--- src/core/tcp_pkg.sv ---
package tcp_pkg;

  // ==========================================================
  // Register bus request
  typedef struct packed {
    logic [3:0] addr;   // Byte register index
    logic [7:0] wdata;  // Write data
    logic       wr;     // Write strobe
    logic       rd;     // Read strobe
  } tcp_bus_s;

  // ==========================================================
  // Register offsets (byte registers, index = address)
  localparam logic [3:0] ADDR_CTRL_SECOND = 4'h0;
  localparam logic [3:0] ADDR_CTRL_FIRST  = 4'h1;
  localparam logic [3:0] ADDR_STATUS      = 4'h2;
  localparam logic [3:0] ADDR_CAP1_HI     = 4'h3;
  localparam logic [3:0] ADDR_CAP1_LO     = 4'h4;
  localparam logic [3:0] ADDR_CMP1_HI     = 4'h5;
  localparam logic [3:0] ADDR_CMP1_LO     = 4'h6;
  localparam logic [3:0] ADDR_CNT_HI      = 4'h7;
  localparam logic [3:0] ADDR_CNT_LO      = 4'h8;
  localparam logic [3:0] ADDR_ACNT_HI     = 4'h9;
  localparam logic [3:0] ADDR_ACNT_LO     = 4'hA;
  localparam logic [3:0] ADDR_CAP2_HI     = 4'hB;
  localparam logic [3:0] ADDR_CAP2_LO     = 4'hC;
  localparam logic [3:0] ADDR_CMP2_HI     = 4'hD;
  localparam logic [3:0] ADDR_CMP2_LO     = 4'hE;

  // ==========================================================
  // First control register fields
  localparam int C1_CAP_IRQ_EN = 7;
  localparam int C1_CMP_IRQ_EN = 6;
  localparam int C1_OVF_IRQ_EN = 5;
  localparam int C1_FORCE2     = 4;
  localparam int C1_FORCE1     = 3;
  localparam int C1_LEVEL2     = 2;
  localparam int C1_TRIG_EDGE  = 1;
  localparam int C1_LEVEL1     = 0;

  // Second control register fields
  localparam int C2_PIN1_EN    = 7;
  localparam int C2_PIN2_EN    = 6;
  localparam int C2_PULSE_SEL  = 5;
  localparam int C2_PWM_SEL    = 4;
  localparam int C2_CLK_SEL_HI = 3;
  localparam int C2_CLK_SEL_LO = 2;
  localparam int C2_CAP2_EDGE  = 1;
  localparam int C2_EXT_EDGE   = 0;

  // Status flag positions
  localparam int F_CAPTURE_FLAG_ONE = 0;
  localparam int F_OCF1 = 1;
  localparam int F_TOF  = 2;
  localparam int F_CAPTURE_FLAG_TWO = 3;
  localparam int F_OCF2 = 4;

  // Status register bit positions
  localparam int S_CAPTURE_FLAG_ONE = 7;
  localparam int S_OCF1 = 6;
  localparam int S_TOF  = 5;
  localparam int S_CAPTURE_FLAG_TWO = 4;
  localparam int S_OCF2 = 3;

  // ==========================================================
  // Clock select codes
  localparam logic [1:0] CLK_DIV4 = 2'h0;
  localparam logic [1:0] CLK_DIV2 = 2'h1;
  localparam logic [1:0] CLK_DIV8 = 2'h2;
  localparam logic [1:0] CLK_EXT  = 2'h3;

  // ==========================================================
  // Reset and load values
  localparam logic [15:0] CMP_RESET    = 16'h8000;
  localparam logic [15:0] CNT_RESET    = 16'hFFFC;
  localparam logic [15:0] CAP1_PULSE   = 16'hFFFD;
  localparam logic [15:0] CNT_TOP      = 16'hFFFF;
  localparam logic [7:0]  CTRL_RESET   = 8'h00;
  localparam logic [2:0]  PSC_RESET    = 3'h0;
  localparam logic [2:0]  PSC_DIV4_END = 3'h3;
  localparam logic [2:0]  PSC_DIV8_END = 3'h7;

  // Operating modes
  typedef enum logic [1:0] {MODE_NORMAL, MODE_PULSE, MODE_PWM} tcp_mode_e;

endpackage

--- src/core/tcp_timer_unit.sv ---
// The register addresses and the strobed register port are this design's own decisions.
`timescale 1ns/1ps

module tcp_timer_unit (
  input  wire logic              I_REF_CLK,      // CPU clock, 25 MHz
  input  wire logic              I_RESETN,       // Async reset, active low
  input  wire tcp_pkg::tcp_bus_s I_BUS,          // Register request
  output logic [7:0]             O_RDATA,        // Read data, cycle after strobe
  input  wire logic              I_GLOBAL_MASK,  // CPU interrupt mask bit
  output logic                   O_TIMER_IRQ,    // Shared timer interrupt
  input  wire logic              I_TRIGGER_PIN,  // Capture one / pulse trigger
  input  wire logic              I_CAPTURE2_PIN, // Second capture input
  input  wire logic              I_EXT_CLK,      // External timer clock
  output logic [1:0]             O_CMP_OUT,      // Compare pin levels
  output logic [1:0]             O_CMP_OE        // Compare pin drive enables
);
  import tcp_pkg::*;

  // ==========================================================
  // State
  logic [7:0]  ctrl_first;
  logic [7:0]  ctrl_second;
  logic [15:0] cmp_val [2];
  logic [15:0] cap_val [2];
  logic [1:0]  cmp_block;
  logic [1:0]  cap_hold;
  logic [15:0] cnt;
  logic        cnt_upd;
  logic [2:0]  psc;
  logic [4:0]  flags;
  logic [4:0]  clr_arm;
  logic [7:0]  cnt_lo_buf;
  logic        cnt_seq;
  logic [2:0]  sync1;
  logic [2:0]  sync2;
  logic [2:0]  sync3;
  // Decoded
  tcp_mode_e   mode;
  logic [1:0]  clk_sel;
  logic        tick;
  logic        trig_edge;
  logic        cap2_edge;
  logic        ext_edge;
  logic [1:0]  match_evt;
  logic [1:0]  force_evt;
  logic        cnt_load;
  logic        cnt_wr_reset;
  logic [4:0]  flag_set;
  logic [4:0]  flag_clr;
  logic [4:0]  low_access;
  logic        st_read;
  logic [7:0]  next_rdata;

  // Any access to a given register
  function automatic logic hit(input tcp_bus_s b, input logic [3:0] a);
    return (b.wr || b.rd) && (b.addr == a);
  endfunction
  // Compare condition: plus one for slow clocks, counter runs one count late
  function automatic logic cmp_hit(input logic [15:0] c, input logic [15:0] v, input logic late);
    return late ? (c == 16'(v + 16'h0001)) : (c == v);
  endfunction

  // ==========================================================
  // Mode decode; PWM select masks pulse select
  assign mode    = ctrl_second[C2_PWM_SEL] ? MODE_PWM :
                   (ctrl_second[C2_PULSE_SEL] ? MODE_PULSE : MODE_NORMAL);
  assign clk_sel = ctrl_second[C2_CLK_SEL_HI:C2_CLK_SEL_LO];

  // ==========================================================
  // Pin synchronisers; stages two and three feed edge logic
  always_ff @(posedge I_REF_CLK or negedge I_RESETN) begin
    if (!I_RESETN) begin
      sync1 <= 3'h0;
      sync2 <= 3'h0;
      sync3 <= 3'h0;
    end else begin
      sync1 <= {I_EXT_CLK, I_CAPTURE2_PIN, I_TRIGGER_PIN};
      sync2 <= sync1;
      sync3 <= sync2;
    end
  end
  // Edge select bit high picks rising edges
  assign trig_edge = ctrl_first[C1_TRIG_EDGE] ? (sync2[0] && !sync3[0]) : (!sync2[0] && sync3[0]);
  assign cap2_edge = ctrl_second[C2_CAP2_EDGE] ? (sync2[1] && !sync3[1]) : (!sync2[1] && sync3[1]);
  assign ext_edge  = ctrl_second[C2_EXT_EDGE] ? (sync2[2] && !sync3[2]) : (!sync2[2] && sync3[2]);

  // ==========================================================
  // Prescaler; free-running so a mid-count select change only stretches or shortens one period
  always_ff @(posedge I_REF_CLK or negedge I_RESETN) begin
    if (!I_RESETN) begin
      psc <= PSC_RESET;
    end else begin
      psc <= 3'(psc + 3'h1);
    end
  end
  // Timer tick enable
  always_comb begin
    case (clk_sel)
      CLK_DIV2: tick = psc[0];
      CLK_DIV4: tick = (psc[1:0] == PSC_DIV4_END[1:0]);
      CLK_DIV8: tick = (psc == PSC_DIV8_END);
      CLK_EXT:  tick = ext_edge;
      default:  tick = 1'b0;
    endcase
  end

  // ==========================================================
  // Match events, one per counter update
  always_comb begin
    for (int i = 0; i < 2; i++) begin
      match_evt[i] = cnt_upd && !cmp_block[i] && cmp_hit(cnt, cmp_val[i], clk_sel != CLK_DIV2);
    end
  end

  // Forced output only in normal mode
  assign force_evt[0] = I_BUS.wr && I_BUS.addr == ADDR_CTRL_FIRST && I_BUS.wdata[C1_FORCE1]
                        && mode == MODE_NORMAL;
  assign force_evt[1] = I_BUS.wr && I_BUS.addr == ADDR_CTRL_FIRST && I_BUS.wdata[C1_FORCE2]
                        && mode == MODE_NORMAL;
  assign cnt_wr_reset = I_BUS.wr && (I_BUS.addr == ADDR_CNT_LO || I_BUS.addr == ADDR_ACNT_LO);
  assign cnt_load     = cnt_wr_reset || (mode == MODE_PULSE && trig_edge) || (mode == MODE_PWM && match_evt[1]);

  // ==========================================================
  // Free-running counter
  always_ff @(posedge I_REF_CLK or negedge I_RESETN) begin
    if (!I_RESETN) begin
      cnt     <= CNT_RESET;
      cnt_upd <= 1'b0;
    end else begin
      cnt_upd <= tick || cnt_load;
      if (cnt_load) begin
        cnt <= CNT_RESET;
      end else if (tick) begin
        cnt <= 16'(cnt + 16'h0001);
      end
    end
  end

  // ==========================================================
  // Control registers; force bits are strobes and read as zero
  always_ff @(posedge I_REF_CLK or negedge I_RESETN) begin
    if (!I_RESETN) begin
      ctrl_first  <= CTRL_RESET;
      ctrl_second <= CTRL_RESET;
    end else if (I_BUS.wr) begin
      if (I_BUS.addr == ADDR_CTRL_FIRST) begin
        ctrl_first <= I_BUS.wdata & ~(8'h01 << C1_FORCE1) & ~(8'h01 << C1_FORCE2);
      end
      if (I_BUS.addr == ADDR_CTRL_SECOND) begin
        ctrl_second <= I_BUS.wdata;
      end
    end
  end

  // ==========================================================
  // Compare values; only software changes them
  always_ff @(posedge I_REF_CLK or negedge I_RESETN) begin
    if (!I_RESETN) begin
      cmp_val[0] <= CMP_RESET;
      cmp_val[1] <= CMP_RESET;
      cmp_block  <= 2'h0;
    end else if (I_BUS.wr) begin
      case (I_BUS.addr)
        ADDR_CMP1_HI: begin
          cmp_val[0][15:8] <= I_BUS.wdata;
          cmp_block[0]     <= 1'b1;
        end
        ADDR_CMP1_LO: begin
          cmp_val[0][7:0] <= I_BUS.wdata;
          cmp_block[0]    <= 1'b0;
        end
        ADDR_CMP2_HI: begin
          cmp_val[1][15:8] <= I_BUS.wdata;
          cmp_block[1]     <= 1'b1;
        end
        ADDR_CMP2_LO: begin
          cmp_val[1][7:0] <= I_BUS.wdata;
          cmp_block[1]    <= 1'b0;
        end
        default: cmp_block <= cmp_block;
      endcase
    end
  end

  // ==========================================================
  // Captures; high byte read freezes until low byte read, except the pulse-mode load of capture one
  always_ff @(posedge I_REF_CLK or negedge I_RESETN) begin
    if (!I_RESETN) begin
      cap_val[0] <= 16'h0000;
      cap_val[1] <= 16'h0000;
      cap_hold   <= 2'h0;
    end else begin
      if (mode == MODE_PULSE && trig_edge) begin
        cap_val[0] <= CAP1_PULSE;
      end else if (mode == MODE_NORMAL && trig_edge && !cap_hold[0]) begin
        cap_val[0] <= cnt;
      end
      if (cap2_edge && !cap_hold[1]) begin
        cap_val[1] <= cnt;
      end
      if (I_BUS.rd && I_BUS.addr == ADDR_CAP1_HI) begin
        cap_hold[0] <= 1'b1;
      end else if (I_BUS.rd && I_BUS.addr == ADDR_CAP1_LO) begin
        cap_hold[0] <= 1'b0;
      end
      if (I_BUS.rd && I_BUS.addr == ADDR_CAP2_HI) begin
        cap_hold[1] <= 1'b1;
      end else if (I_BUS.rd && I_BUS.addr == ADDR_CAP2_LO) begin
        cap_hold[1] <= 1'b0;
      end
    end
  end

  // ==========================================================
  // Flag set sources per mode
  always_comb begin
    flag_set         = 5'h00;
    flag_set[F_OCF1] = mode == MODE_NORMAL && match_evt[0];
    flag_set[F_OCF2] = mode != MODE_PWM && match_evt[1];
    flag_set[F_TOF]  = tick && !cnt_load && cnt == CNT_TOP;
    flag_set[F_CAPTURE_FLAG_TWO] = cap2_edge && !cap_hold[1];
    flag_set[F_CAPTURE_FLAG_ONE] = (mode == MODE_NORMAL && trig_edge && !cap_hold[0])
                       || (mode == MODE_PULSE && trig_edge)
                       || (mode == MODE_PWM && match_evt[1]);
  end
  assign st_read              = I_BUS.rd && I_BUS.addr == ADDR_STATUS;
  assign low_access[F_CAPTURE_FLAG_ONE]   = hit(I_BUS, ADDR_CAP1_LO);
  assign low_access[F_OCF1]   = hit(I_BUS, ADDR_CMP1_LO);
  assign low_access[F_TOF]    = hit(I_BUS, ADDR_CNT_LO);
  assign low_access[F_CAPTURE_FLAG_TWO]   = hit(I_BUS, ADDR_CAP2_LO);
  assign low_access[F_OCF2]   = hit(I_BUS, ADDR_CMP2_LO);
  assign flag_clr             = clr_arm & low_access;

  // ==========================================================
  // Sticky flags, two-step clear; a set in the clear cycle wins
  always_ff @(posedge I_REF_CLK or negedge I_RESETN) begin
    if (!I_RESETN) begin
      flags   <= 5'h00;
      clr_arm <= 5'h00;
    end else begin
      flags <= (flags & ~flag_clr) | flag_set;
      if (st_read) begin
        clr_arm <= (clr_arm | flags) & ~low_access;
      end else begin
        clr_arm <= clr_arm & ~low_access;
      end
    end
  end

  // ==========================================================
  // Compare pin latches, low through reset
  always_ff @(posedge I_REF_CLK or negedge I_RESETN) begin
    if (!I_RESETN) begin
      O_CMP_OUT <= 2'h0;
    end else begin
      case (mode)
        MODE_NORMAL: begin
          for (int i = 0; i < 2; i++) begin
            if ((match_evt[i] || force_evt[i]) && ctrl_second[C2_PIN1_EN - i]) begin
              // Force takes the level written beside it, not the stale one
              O_CMP_OUT[i] <= force_evt[i] ? I_BUS.wdata[i == 0 ? C1_LEVEL1 : C1_LEVEL2]
                                           : ctrl_first[i == 0 ? C1_LEVEL1 : C1_LEVEL2];
            end
          end
        end
        MODE_PULSE: begin
          if (trig_edge) begin
            O_CMP_OUT[0] <= ctrl_first[C1_LEVEL2];
          end else if (match_evt[0]) begin
            O_CMP_OUT[0] <= ctrl_first[C1_LEVEL1];
          end
        end
        MODE_PWM: begin
          if (match_evt[1]) begin
            O_CMP_OUT[0] <= ctrl_first[C1_LEVEL2];
          end else if (match_evt[0]) begin
            O_CMP_OUT[0] <= ctrl_first[C1_LEVEL1];
          end
        end
        default: O_CMP_OUT <= O_CMP_OUT;
      endcase
    end
  end
  // Channel two drives no waveform in pulse or PWM mode
  assign O_CMP_OE[0] = ctrl_second[C2_PIN1_EN];
  assign O_CMP_OE[1] = ctrl_second[C2_PIN2_EN] && mode == MODE_NORMAL;

  // ==========================================================
  // Shared interrupt, gated by the CPU mask
  assign O_TIMER_IRQ = !I_GLOBAL_MASK && (
                       (ctrl_first[C1_CMP_IRQ_EN] && (flags[F_OCF1] || flags[F_OCF2]))
                    || (ctrl_first[C1_CAP_IRQ_EN] && (flags[F_CAPTURE_FLAG_ONE] || flags[F_CAPTURE_FLAG_TWO]))
                    || (ctrl_first[C1_OVF_IRQ_EN] && flags[F_TOF]));

  // ==========================================================
  // Read mux; counter high read freezes low byte for a clean 16-bit read
  always_comb begin
    case (I_BUS.addr)
      ADDR_CTRL_FIRST:  next_rdata = ctrl_first;
      ADDR_CTRL_SECOND: next_rdata = ctrl_second;
      ADDR_STATUS:      next_rdata = {flags[F_CAPTURE_FLAG_ONE], flags[F_OCF1], flags[F_TOF], flags[F_CAPTURE_FLAG_TWO],
                                      flags[F_OCF2], 3'h0};
      ADDR_CAP1_HI:     next_rdata = cap_val[0][15:8];
      ADDR_CAP1_LO:     next_rdata = cap_val[0][7:0];
      ADDR_CMP1_HI:     next_rdata = cmp_val[0][15:8];
      ADDR_CMP1_LO:     next_rdata = cmp_val[0][7:0];
      ADDR_CAP2_HI:     next_rdata = cap_val[1][15:8];
      ADDR_CAP2_LO:     next_rdata = cap_val[1][7:0];
      ADDR_CMP2_HI:     next_rdata = cmp_val[1][15:8];
      ADDR_CMP2_LO:     next_rdata = cmp_val[1][7:0];
      ADDR_CNT_HI,
      ADDR_ACNT_HI:     next_rdata = cnt[15:8];
      ADDR_CNT_LO,
      ADDR_ACNT_LO:     next_rdata = cnt_seq ? cnt_lo_buf : cnt[7:0];
      default:          next_rdata = 8'h00;
    endcase
  end
  // Read data register and counter read buffer
  always_ff @(posedge I_REF_CLK or negedge I_RESETN) begin
    if (!I_RESETN) begin
      O_RDATA    <= 8'h00;
      cnt_lo_buf <= 8'h00;
      cnt_seq    <= 1'b0;
    end else if (I_BUS.rd) begin
      O_RDATA <= next_rdata;
      if ((I_BUS.addr == ADDR_CNT_HI || I_BUS.addr == ADDR_ACNT_HI) && !cnt_seq) begin
        cnt_lo_buf <= cnt[7:0];
        cnt_seq    <= 1'b1;
      end else if (I_BUS.addr == ADDR_CNT_LO || I_BUS.addr == ADDR_ACNT_LO) begin
        cnt_seq <= 1'b0;
      end
    end
  end
endmodule

--- config.mk ---
export PLATFORM = sky130hd
export DESIGN_NAME = tcp_timer_unit
export DESIGN_NICKNAME = d
export VERILOG_FILES = /design/src/core/tcp_pkg.sv /design/src/core/tcp_timer_unit.sv
export SDC_FILE = /design/constraint.sdc
export NUM_CORES = 1
export LEC_CHECK = 0
export ABC_AREA = 0
export BUFFER_PORTS_ARGS = -buffer_cell sky130_fd_sc_hd__buf_2
export CAP_MARGIN = 10
export CORE_UTILIZATION = 38
export CTS_CLUSTER_SIZE = 24
export DETAILED_ROUTE_END_ITERATION = 8
export HOLD_SLACK_MARGIN = 0.12
export PLACE_DENSITY = 0.54
export SLEW_MARGIN = 20
export SYNTH_ARGS = -nofsm -noshare
export SYNTH_HDL_FRONTEND = slang
export SYNTH_SLANG_ARGS = --single-unit
--- constraint.sdc ---
create_clock -name I_REF_CLK -period 4.1 [get_ports I_REF_CLK]
set_input_delay 0.615 -clock I_REF_CLK [delete_from_list [all_inputs] [get_ports I_REF_CLK]]
set_output_delay 0.615 -clock I_REF_CLK [all_outputs]
set_load 0.01 [all_outputs]
==> results_dict.tcl <==
set metrics [dict create \
    status "finished, final reports clean" \
    syn_to_final_growth_pct 12.1 \
    die_height_um 146 \
    vias_per_cell 5.99 \
    grt_pass1_vias 6096 \
    path_buf_inv 1 \
    tritoncts "built" \
    ys_seq_area_frac 0.446 \
    start_util 0.389 \
    async_flop_share 1.00 \
    place_worst_setup_slack_ps 668 \
    synthesis.area_um2 7910 \
    netlist_instances 794 \
    cts.sinks 140 \
    post-cts-setup-buffer-count 0 \
    yosys_register_bits 140 \
    start_kind "flip-flop" \
    path_cells "or2b_1 > nand3_2 > or4_4 > a211oi_2 > nand4b_1 > nor4_2 > buf_4 > nand2_1 > and2_1 > a32o_1" \
    htree_levels 4 \
    holdCritPathClass "in -> async" \
    p_leak_nw 3.48 \
    layout_worst_path_cycle_share 0.844 \
    multiInputGateArea_um2 4060 \
    internal_power_w 0.00348 \
    finalPower_w 0.00548 \
    cts_resized 0 \
    switching_share 0.366 \
    max_stage_delay_ps 570 \
    ir_worst_vdd_uv 255 \
    antenna_cells 0 \
    skew_ps 4.32 \
    ys_warn_count 0 \
    die_w_um 146 \
    clockBufferDepth 2 \
    nets 824 \
    slew_headroom 0.362 \
    rows 52 \
    synth_edf_count 0 \
    firstDrtPassIters 5 \
    gp_congestion 0.887 \
    worstMarginPinSlew_ps 958 \
    switchingPower_w 0.00201 \
    r2r_start "ctrl_second[2]" \
    critPathCaptureType "flip-flop" \
    rsz0062_at_grt "no" \
    wl_mm 25.6 \
    arrival_ps 3780 \
    dieArea_um2 21400 \
    clkLatencyLatePin_ps 430 \
    core_area_um2 20300 \
    hold_viol 0 \
    ant_nets 0 \
    maxCapViolCount 0 \
    synthDominantCellAreaShare 0.393 \
    dr_total_vias 6479 \
    worstPathRequired_ps 4420 \
    fillCellCount 1952 \
    setup.worst_path.start "ctrl_second[2]" \
    reg2regPathDepth 10 \
    slew_violations 0 \
    cp_top_family "simple AND/OR/NAND/NOR gates" \
    power_frac_clock 0.295 \
    portBuffers 32 \
    ios 33 \
    yosys_most_used_dff "dfrtp_1" \
    cp_slowest_cell "or4_4" \
    drc 0 \
    dpl.hpwl_mm 18.1 \
    grt.total_usage 0.245 \
    grt_pass1_wl_mm 38.4 \
    avgSynthCellArea_um2 9.96 \
    seqCellArea_um2 3520 \
    setup_tns_ps 0 \
    r2r-end "flags[2]" \
    cp_max_fo 17 \
    max_freq_ghz 0.289 \
    routedWlPerCell_um 23.6 \
    p_per_area_nw_per_um2 619 \
    cts-root-buf "clkbuf_16" \
    synth_area_leaders "dfrtp_1 (39%), mux2_2 (12%), dfstp_2 (5.3%), xnor2_1 (3.8%), nand2_1 (3.5%)" \
    drive_gt1_frac 0.235 \
    gr-total-overflow 0 \
    drt_iter0_drc 645 \
    synth_nets 819 \
    pwr-share-comb 0.260 \
    final_core_util 0.437 \
    critPathKind "reg -> reg" \
    grt_start_max_net_pins 96 \
    synth_cell_types 71 \
    setup_viol 0 \
    ctsHoldBuffers 0 \
    reg2reg_slack_ps 640 \
    period_needed_ps 3460 \
    timing.final.ws_setup_ps 639 \
    path_clk_slew_ps 60 \
    yosys.area.top_type "dfrtp_1" \
    antenna_found_initial 0 \
    p_seq_frac 0.445 \
    numCtsBuffers 17 \
]
==> how the worst max path moves through the flow <==
stage                              end  slack, ps  cells after the start
after floorplan           O_CMP_OUT[0]       1420                     10
after global placement        flags[2]        740                     10
after detailed placement      flags[2]        670                     10
after CTS                     flags[2]        660                     10
after global routing          flags[2]        450                     10
final                         flags[2]        640                     10
==> layout make-up <==
| cell class | count | share of cell area |
|---|---|---|
| Multi-Input combinational cell | 576 | 0.458 |
| Sequential cell | 140 | 0.398 |
| Clock buffer | 17 | 0.0480 |
| Tap cell | 270 | 0.0381 |
| Timing Repair Buffer | 44 | 0.0289 |
| Clock inverter | 15 | 0.0212 |
| Inverter | 20 | 0.00847 |
==> logic make-up after synthesis <==
logic type | Yosys count | synth area share
buffers and inverters | 78 | 0.0410
AOI/OAI and AO/OA | 160 | 0.138
and+or+nand+nor | 264 | 0.171
adders and majority gates | 5 | 0.00791
DFF | 140 | 0.446
xor gates and xnor gates | 52 | 0.0576
muxes | 95 | 0.138
==> cell usage after synthesis, drive strengths merged, types with 8 or more instances <==
master / instances
buf: 15
nand2b: 9
dfrtp: 124
a31oi: 11
a211oi: 9
nor4: 8
xnor2: 34
nand2: 75
a22oi: 16
o22ai: 8
dfstp: 16
nor2: 64
nand3: 20
nand4: 11
and3: 9
clkbuf: 43
nor2b: 10
mux2: 85
a21oi: 35
o21ai: 30
xor2: 18
inv: 20
and2: 13
nor3: 14
==> per-stage QoR <==
stage / area, µm² / hold slack, ps / cells
2_1_floorplan: 7910 / 319 / 794
3_5_place_dp: 8250 / 338 / 1050
3_3_place_gp: 8250 / 333 / 1050
4_1_cts: 8860 / 273 / 1082
5_1_grt: 8860 / 270 / 1082
6_report: 8860 / 225 / 1082
==> per-layer routing <==
metal | global-route usage | part of all wire | vias to the layer above
met4 | 0.101 | 0.034 | 0
met3 | 0.0394 | 0.074 | 51
met1 | 0.356 | 0.45 | 3251
met5 | 0 | 0 | -
met2 | 0.362 | 0.44 | 295
li1 | - | - | 2882
==> cell usage in the layout, fill, tap and decap left out, types with 6 or more instances in the layout <==
cell | netlist | routed
and2_1 | 12 | 12
o22ai_1 | 8 | 8
a22o_1 | 7 | 7
xor2_1 | 18 | 18
mux2i_1 | 7 | 7
inv_1 | 20 | 20
buf_4 | 2 | 12
nor2_1 | 64 | 64
a22oi_1 | 16 | 16
buf_2 | 6 | 31
nor4_1 | 6 | 6
nand2b_1 | 9 | 9
dfrtp_1 | 124 | 124
nor2b_1 | 10 | 10
a211oi_1 | 8 | 8
mux2_2 | 85 | 85
a32o_1 | 7 | 7
a21oi_1 | 35 | 35
a31oi_1 | 11 | 11
xnor2_1 | 34 | 34
o21ai_0 | 30 | 29
nand4_1 | 11 | 11
nor3_1 | 14 | 14
nand2_1 | 74 | 74
clkbuf_16 | 0 | 17
and3_1 | 9 | 9
dfstp_2 | 16 | 16
nand3_1 | 19 | 19
==> flip-flops by register name (all words and copies together) (netlist names), 5 cells and up <==
signal       count
O_RDATA          8
cap_val         32
cmp_val         32
ctrl_first       6
flags            5
clr_arm          5
cnt_lo_buf       8
cnt             16
ctrl_second      8
==> power by group through the flow <==
stage	Sequential [W]	Clock (W)	Combinational (W)
after floorplan	0.00201	0	0.00128
after global placement	0.00242	0	0.00138
after detailed placement	0.00244	0	0.00142
after CTS	0.00242	0.00164	0.00142
after global routing	0.00248	0.00170	0.00156
final	0.00244	0.00162	0.00143
Note: power is estimated with default switching activity, not from simulation.
